**config.mk**
```make
export PLATFORM = sky130hd
export DESIGN_NAME = upmc_top
export DESIGN_NICKNAME = d
export VERILOG_FILES = /design/src/shared/upmc_pkg.sv /design/src/shared/upmc_cfg_if.sv /design/src/design/upmc_mode_reg.sv /design/src/design/upmc_top.sv
export VERILOG_INCLUDE_DIRS = /design/src /design/src/shared
export SDC_FILE = /design/constraint.sdc
export NUM_CORES = 1
export LEC_CHECK = 0
export BUFFER_PORTS_ARGS = -buffer_cell sky130_fd_sc_hd__buf_2
export CAP_MARGIN = 20
export CORE_UTILIZATION = 53
export DETAILED_ROUTE_END_ITERATION = 16
export PLACE_DENSITY = 0.84
export SETUP_SLACK_MARGIN = 0.4
export SYNTH_ARGS = -nofsm -noshare
export SYNTH_HDL_FRONTEND = slang
export SYNTH_HIERARCHICAL = 1
export SYNTH_SLANG_ARGS = --single-unit
```
**constraint.sdc**
```tcl
create_clock -name ref_clk -period 2.28 [get_ports ref_clk]
set_clock_uncertainty 0.2 [all_clocks]
set_input_delay 0.684 -clock ref_clk [delete_from_list [all_inputs] [get_ports ref_clk]]
set_output_delay 0.684 -clock ref_clk [all_outputs]
set_load 0.05 [all_outputs]
```
**src/shared/upmc_defs.svh**
```systemverilog
// Offsets, field positions and reset values of the serial port mode registers.
`ifndef UPMC_DEFS_SVH
`define UPMC_DEFS_SVH

// Configuration index of the logical device select register.
`define UPMC_IDX_LDN    8'h07
// Configuration index of the mode register inside each serial logical device.
`define UPMC_IDX_MODE   8'hf0
// Logical device numbers of the third and fourth serial ports.
`define UPMC_LDN_UART3  8'h0b
`define UPMC_LDN_UART4  8'h0c

// Reset values.
`define UPMC_MODE_RST   8'h00
`define UPMC_LDN_RST    8'h00

// Field positions inside a mode register.
`define UPMC_BIT_MIDI   0
`define UPMC_BIT_HS     1
`define UPMC_BIT_FRQ_LO 2
`define UPMC_BIT_FRQ_HI 3
`define UPMC_BIT_SHARE  7

`endif

```
**src/shared/upmc_pkg.sv**
```systemverilog
// Types shared by the serial port mode configuration block.
package upmc_pkg;

  // Enhanced frequency selection codes of the mode register.
  typedef enum logic [1:0] {
    UPMC_FRQ_STD  = 2'h0,
    UPMC_FRQ_921K = 2'h1,
    UPMC_FRQ_1M5  = 2'h2,
    UPMC_FRQ_RSVD = 2'h3
  } upmc_freq_t;

endpackage : upmc_pkg

```
**src/shared/upmc_cfg_if.sv**
```systemverilog
// Connection between the register decoder and one mode register store.
`timescale 1ns/1ns
interface upmc_cfg_if;
  logic       wr_en;
  logic [7:0] wdata;
  logic       clr;
  logic [7:0] q;

  modport ctl   (output wr_en, output wdata, output clr, input q);
  modport store (input wr_en, input wdata, input clr, output q);
endinterface : upmc_cfg_if

```
**src/design/upmc_mode_reg.sv**
```systemverilog
// One 8-bit serial port mode register with synchronous clear and write.
`timescale 1ns/1ns
`include "upmc_defs.svh"
module upmc_mode_reg
  import upmc_pkg::*;
(
  input wire logic     ref_clk,
  input wire logic     rst,
  upmc_cfg_if.store    bus
);

  logic [7:0] mode_reg;

  // ************************************************************
  // Storage
  // ************************************************************

  // A supply or bus reset clears the register ahead of any write in the same
  // cycle, so software can never leave a stale mode behind a reset.
  always_ff @(posedge ref_clk or posedge rst) begin
    if (rst) begin
      mode_reg <= `UPMC_MODE_RST;
    end else if (bus.clr) begin
      mode_reg <= `UPMC_MODE_RST;
    end else if (bus.wr_en) begin
      mode_reg <= bus.wdata;
    end
  end

  // Every bit reads back as written, test bits included.
  assign bus.q = mode_reg;

endmodule : upmc_mode_reg

```
**src/design/upmc_top.sv**
```systemverilog
// Mode configuration registers of the third and fourth serial ports.
//
// Contract
// - Both mode registers clear to zero on any power-on or bus reset.
// - Bit 0 enables MIDI support on extended-port variants; clear by default.
// - Bit 1 enables high-speed operation on extended-port variants.
// - Bits 3:2 pick standard, 921K or 1.5M on extended-port variants; code 11 is never programmed.
// - Bit 7 of the third port register makes both UARTs share one request on extended-port variants.
// - Registers sit at index f0 of logical devices 0b and 0c.
//
// Our own choice: strobed register access.
`timescale 1ns/1ns
`include "upmc_defs.svh"
module upmc_top
  import upmc_pkg::*;
#(
  parameter bit EXT_PORTS = 1'b1
)
(
  input  wire logic       ref_clk,
  input  wire logic       rst,
  input  wire logic       vtr_por_in,
  input  wire logic       pci_rst_in,
  input  wire logic [7:0] cfg_addr,
  input  wire logic [7:0] cfg_wdata,
  input  wire logic       cfg_wr,
  input  wire logic       cfg_rd,
  output      logic [7:0] cfg_rdata,
  input  wire logic       uart3_irq_in,
  input  wire logic       uart4_irq_in,
  output      logic       u3_midi_en,
  output      logic       u3_hs_en,
  output      logic [1:0] u3_freq_sel,
  output      logic       u4_midi_en,
  output      logic       u4_hs_en,
  output      logic [1:0] u4_freq_sel,
  output      logic       irq_share,
  output      logic       uart3_irq_out,
  output      logic       uart4_irq_out
);

  // ************************************************************
  // Reset pins
  // ************************************************************

  logic [1:0] vtr_sync_reg;
  logic [1:0] pci_sync_reg;
  logic       sync_clr;

  // The standby supply and bus reset pins are foreign to this clock, so each
  // passes two flip-flops before it may clear anything.
  always_ff @(posedge ref_clk or posedge rst) begin
    if (rst) begin
      vtr_sync_reg <= 2'h0;
      pci_sync_reg <= 2'h0;
    end else begin
      vtr_sync_reg <= {vtr_sync_reg[0], vtr_por_in};
      pci_sync_reg <= {pci_sync_reg[0], pci_rst_in};
    end
  end

  // Any of the three resets clears the configuration.
  assign sync_clr = vtr_sync_reg[1] | pci_sync_reg[1];

  // ************************************************************
  // Logical device select
  // ************************************************************

  logic [7:0] ldn_reg;

  // The device number picks which bank answers at index f0.
  always_ff @(posedge ref_clk or posedge rst) begin
    if (rst) begin
      ldn_reg <= `UPMC_LDN_RST;
    end else if (sync_clr) begin
      ldn_reg <= `UPMC_LDN_RST;
    end else if (cfg_wr && cfg_addr == `UPMC_IDX_LDN) begin
      ldn_reg <= cfg_wdata;
    end
  end

  // ************************************************************
  // Address decode
  // ************************************************************

  logic sel_u3;
  logic sel_u4;

  // Index f0 alone is ambiguous; the logical device number settles it.
  assign sel_u3 = (cfg_addr == `UPMC_IDX_MODE) &&
                  (ldn_reg == `UPMC_LDN_UART3);
  assign sel_u4 = (cfg_addr == `UPMC_IDX_MODE) &&
                  (ldn_reg == `UPMC_LDN_UART4);

  // ************************************************************
  // Mode register stores
  // ************************************************************

  upmc_cfg_if u3_bus ();
  upmc_cfg_if u4_bus ();

  // Reserved and test bits are stored as written; software keeps them zero,
  // and only the read port returns them.
  assign u3_bus.wr_en = cfg_wr && sel_u3;
  assign u3_bus.wdata = cfg_wdata;
  assign u3_bus.clr   = sync_clr;
  assign u4_bus.wr_en = cfg_wr && sel_u4;
  assign u4_bus.wdata = cfg_wdata;
  assign u4_bus.clr   = sync_clr;

  upmc_mode_reg u3_store (
    .ref_clk (ref_clk),
    .rst     (rst),
    .bus     (u3_bus.store)
  );

  upmc_mode_reg u4_store (
    .ref_clk (ref_clk),
    .rst     (rst),
    .bus     (u4_bus.store)
  );

  // ************************************************************
  // Read port
  // ************************************************************

  logic [7:0] rdata_next;

  // Unmapped indices read as zero.
  always_comb begin
    rdata_next = 8'h00;
    if (cfg_addr == `UPMC_IDX_LDN) begin
      rdata_next = ldn_reg;
    end else if (sel_u3) begin
      rdata_next = u3_bus.q;
    end else if (sel_u4) begin
      rdata_next = u4_bus.q;
    end
  end

  // Read data stand for exactly the cycle after the strobe.
  always_ff @(posedge ref_clk or posedge rst) begin
    if (rst) begin
      cfg_rdata <= 8'h00;
    end else if (cfg_rd) begin
      cfg_rdata <= rdata_next;
    end else begin
      cfg_rdata <= 8'h00;
    end
  end

  // ************************************************************
  // Field decode
  // ************************************************************

  // The reserved frequency code falls back to standard, which is the safe
  // baud base if software breaks its side of the deal.
  function automatic logic [1:0] upmc_freq_map(input logic [1:0] code);
    upmc_freq_map = (code == UPMC_FRQ_RSVD) ? UPMC_FRQ_STD : code;
  endfunction : upmc_freq_map

  // On the two-port variant every bit is a test bit, so no mode reaches
  // the UARTs there.
  always_ff @(posedge ref_clk or posedge rst) begin
    if (rst) begin
      u3_midi_en  <= 1'b0;
      u3_hs_en    <= 1'b0;
      u3_freq_sel <= 2'h0;
      u4_midi_en  <= 1'b0;
      u4_hs_en    <= 1'b0;
      u4_freq_sel <= 2'h0;
    end else begin
      u3_midi_en  <= EXT_PORTS & u3_bus.q[`UPMC_BIT_MIDI];
      u3_hs_en    <= EXT_PORTS & u3_bus.q[`UPMC_BIT_HS];
      u4_midi_en  <= EXT_PORTS & u4_bus.q[`UPMC_BIT_MIDI];
      u4_hs_en    <= EXT_PORTS & u4_bus.q[`UPMC_BIT_HS];
      u3_freq_sel <= EXT_PORTS ?
        upmc_freq_map(u3_bus.q[`UPMC_BIT_FRQ_HI:`UPMC_BIT_FRQ_LO]) : 2'h0;
      u4_freq_sel <= EXT_PORTS ?
        upmc_freq_map(u4_bus.q[`UPMC_BIT_FRQ_HI:`UPMC_BIT_FRQ_LO]) : 2'h0;
    end
  end

  // ************************************************************
  // Interrupt routing
  // ************************************************************

  logic share_now;

  // Only the third port register carries the sharing control.
  assign share_now = EXT_PORTS & u3_bus.q[`UPMC_BIT_SHARE];

  // While shared, the fourth request line rests low and the third carries
  // both; the UART status registers still name the source.
  always_ff @(posedge ref_clk or posedge rst) begin
    if (rst) begin
      irq_share     <= 1'b0;
      uart3_irq_out <= 1'b0;
      uart4_irq_out <= 1'b0;
    end else begin
      irq_share     <= share_now;
      uart3_irq_out <= uart3_irq_in | (share_now & uart4_irq_in);
      uart4_irq_out <= ~share_now & uart4_irq_in;
    end
  end
endmodule : upmc_top

```
==> impl_results.md <==
* Internal at 0.00116 W
* Routed wire length at 6470 um
* Hold Buf Count CTS at 0
* Largest fanout of any net on the critical path at 3
* Data required time of the critical path at 2250 ps
* Synthesized area at 1970 um2
* Xor/xnor share of the synthesized area at 0%
* Root buffer selected by CTS: sky130_fd_sc_hd__clkbuf_8
* Count of inserted antenna diode cells at 0
* Post-synthesis sequential area ratio at 59.6%
* Switching portion of total power at 24.2%
* Clock slew at reported path FFs at 90 ps
* Via count at 1758
* Count of port buffers added during placement at 42
* Routability cong. at 0.943
* Fraction of the cycle the final worst path needs at 94.0%
* Total Neg Setup Slack at 0 ps
* Antenna violations before repair at 0
* Outcome: finished clean
* Number of buffers added by the clock tree synthesis step at 5
* Final count of pins violating max slew at 0
* CP endpoint kind: flip-flop
* Final hold viol count at 0
* CTS tree: yes
* Adder-cell share of the synthesized area at 0%
* Std-Cell Core Area at 3440 um2
* Clock network latency to the later pin of the worst-skew pair at 310 ps
* Clock share of power at 36.4%
* Max Buffers Root-to-Sink at 2
* Start-to-end type of the worst setup path: primary input to flip-flop
* Relative contribution of sequential cells to total power at 54.8%
* Synth Area in Compound Gates at 12.9%
* # H-tree levels at 2
* Signal arrival time at the worst endpoint at 2120 ps
* Violation count after the first detailed-routing iteration at 151
* RSZ-0062 raised after global routing: true
* Power density cells at 552 nW/um2
* First-pass GRT wire length at 8830 um
* Worst reg2reg path startpoint: ldn_reg[5]
* Kind of start point of the critical path: primary input
* Pin count of the biggest net entering global routing at 32
* Post-place setup slack at -20.1 ps
* Final global-route overflow total at 0
* Worst hold path class: primary input to async pin
* Length of the first detailed-routing pass in iterations at 4
* Number of warning messages in the yosys log at 6
* Highest-count cells in the layout ignoring fill and taps: sky130_fd_sc_hd__dfrtp_1, sky130_fd_sc_hd__buf_2, sky130_fd_sc_hd__buf_4
* Boundary pin count at 43
* WL per Instance at 23.4 um
* Average vias per placed instance at 6.37
* Fraction of layout instances using a drive strength above 1 at 44.3%
* Die Wd at 63.0 um
* Initial standard-cell utilization of the core at 57.4%
* Worst supply voltage drop on vdd at 0.000336 V
* Number of nets in the final layout at 253
* Net switching power at 0.000370 W
* Mapped Cells at 162
* Number of storage elements in the synthesis netlist at 47
* Detailed-route DRC error count at 0
* Fin crit period at 2140 ps
* Syn nets at 186
* Count of distinct cell types in the synthesized netlist at 27
* Reg2reg path depth at 6
* HPWL Detailed at 3260 um
* Post-layout worst setup margin at 137 ps
* Simple-gate portion of the synthesized area at 14.3%
* Least-Margin Pin Slew at 474 ps
* Filler cells at 178
* Area overhead of the layout relative to synthesis at 40.4%
* Max-slew headroom at the worst pin at 68.4%
* Area of the die at 3970 um2
* Register-to-register setup slack at 160 ps
* Max-cap check violation count at 0
* Post-synthesis area per instance at 12.2 um2
* Fmax achieved at 467 MHz
* Most common cell after layout, fill and taps aside: sky130_fd_sc_hd__dfrtp_1
* Cell Rows at 21
* Largest family of logic cells by synthesized area: simple AND/OR/NAND/NOR gates
* Via count of the first global-routing pass at 1719
* Proportion of synthesized area in mux cells at 8.11%
* Comb pwr share at 8.8%
* Worst r2r dst: u4_store/bus.q[7]
* Post-route antenna net violation count at 0
* Overall fraction of global-route tracks in use at 30.3%
* Height of the die at 63.0 um
* Leakage power at 1.20 nW
* TritonCTS sink count at 47
* Count of endpoints failing setup in the final report at 0
what timing repair did:
action                                  CTS  global route
endpoints found under the hold margin     0             0
pin swaps                                10             8
buffers inserted                          7             4
gates resized for setup                  21            19
gates cloned                              1             0
endpoints found under the setup margin   32            29
worst max-delay path: stages:
cell and delay [ps]:
sky130_fd_sc_hd__buf_8 100, sky130_fd_sc_hd__nor4_2 230, sky130_fd_sc_hd__nand4_1 270, sky130_fd_sc_hd__nor3b_2 300, sky130_fd_sc_hd__buf_4 210, sky130_fd_sc_hd__mux2i_4 250
sky130_fd_sc_hd__nor2_1 70
worst max-delay path by stage:
stage / startpoint / endpoint / cells after the start
after floorplan: cfg_addr[0] / u3_store/bus.q[0] / 6
after global placement: cfg_addr[5] / u4_store/bus.q[6] / 7
after detailed placement: cfg_addr[0] / u4_store/bus.q[3] / 7
after CTS: cfg_addr[1] / u4_store/bus.q[3] / 7
after global routing: ldn_reg[5] / u4_store/bus.q[7] / 6
final: cfg_addr[1] / u4_store/bus.q[7] / 7
cell type report:
cell class / count / area [um2] / share of cell area (%)
clock buffers: 7 / 96.3 / 3.48
clock inverters: 1 / 7.51 / 0.271
inverters: 12 / 45.0 / 1.63
multi-input cells: 95 / 930 / 33.5
flip-flops and latches: 47 / 1180 / 42.4
well taps: 46 / 57.6 / 2.08
repair buffers: 68 / 459 / 16.6
per-layer routing:
metal / GRT usage (%) / routed length, um / up-vias
li1: - / - / 725
met1: 36.9 / 2420 / 868
met2: 49.3 / 3080 / 132
met3: 7.30 / 653 / 33
met4: 16.9 / 308 / 0
met5: 0 / 0 / -
per-stage QoR:
stage / hold slack (ps) / utilization (%) / area (um2) / total power, W / instances
after floorplan: 131 / - / 1990 / 0.000900 / 162
after global placement: 142 / 67.2 / 2310 / 0.000947 / 256
after detailed placement: 136 / 67.2 / 2310 / 0.000951 / 256
after CTS: 138 / 75.5 / 2600 / 0.00150 / 272
after global routing: 152 / 80.5 / 2770 / 0.00158 / 276
final: 147 / 80.5 / 2770 / 0.00153 / 276
power by group through the flow:
stage / combinational (W) / clock (W) / sequential, W
2_1_floorplan: 0.0000375 / 0 / 0.000862
3_3_place_gp: 0.0000908 / 0 / 0.000856
3_5_place_dp: 0.0000954 / 0 / 0.000856
4_1_cts: 0.000113 / 0.000549 / 0.000839
5_1_grt: 0.000142 / 0.000597 / 0.000840
6_report: 0.000135 / 0.000557 / 0.000839
synthesized netlist by cell type:
library cell / count / share of area, %
sky130_fd_sc_hd__nor3b_1: 2 / 0.76
sky130_fd_sc_hd__a21o_1: 1 / 0.38
sky130_fd_sc_hd__nor2b_1: 5 / 1.6
sky130_fd_sc_hd__and3b_1: 2 / 0.89
sky130_fd_sc_hd__o32ai_1: 8 / 3.5
sky130_fd_sc_hd__a21oi_1: 8 / 2.0
sky130_fd_sc_hd__buf_6: 3 / 1.7
sky130_fd_sc_hd__nand4b_2: 1 / 0.76
sky130_fd_sc_hd__buf_1: 3 / 0.57
sky130_fd_sc_hd__o21ai_4: 1 / 0.82
sky130_fd_sc_hd__inv_1: 11 / 2.1
sky130_fd_sc_hd__nor4_1: 1 / 0.32
sky130_fd_sc_hd__and4b_2: 1 / 0.57
sky130_fd_sc_hd__or2_2: 1 / 0.32
sky130_fd_sc_hd__nor3b_2: 1 / 0.63
sky130_fd_sc_hd__nor2_1: 17 / 3.2
sky130_fd_sc_hd__and4b_1: 1 / 0.51
sky130_fd_sc_hd__nor4_4: 1 / 1.1
sky130_fd_sc_hd__clkinv_1: 1 / 0.19
sky130_fd_sc_hd__a22oi_1: 8 / 3.0
sky130_fd_sc_hd__o31ai_1: 8 / 3.0
sky130_fd_sc_hd__dfrtp_1: 47 / 60
sky130_fd_sc_hd__mux2i_1: 16 / 8.1
sky130_fd_sc_hd__nand4_1: 9 / 2.9
sky130_fd_sc_hd__or4_4: 1 / 0.57
sky130_fd_sc_hd__nand3_1: 1 / 0.25
sky130_fd_sc_hd__clkbuf_1: 3 / 0.57
cells by family after synthesis:
family | count (synthesis)
buffers and inverters | 21
muxes | 16
DFF | 47
AOI/OAI and AO/OA | 34
and+or+nand+nor | 44
Power figures use the tool's default switching activity.
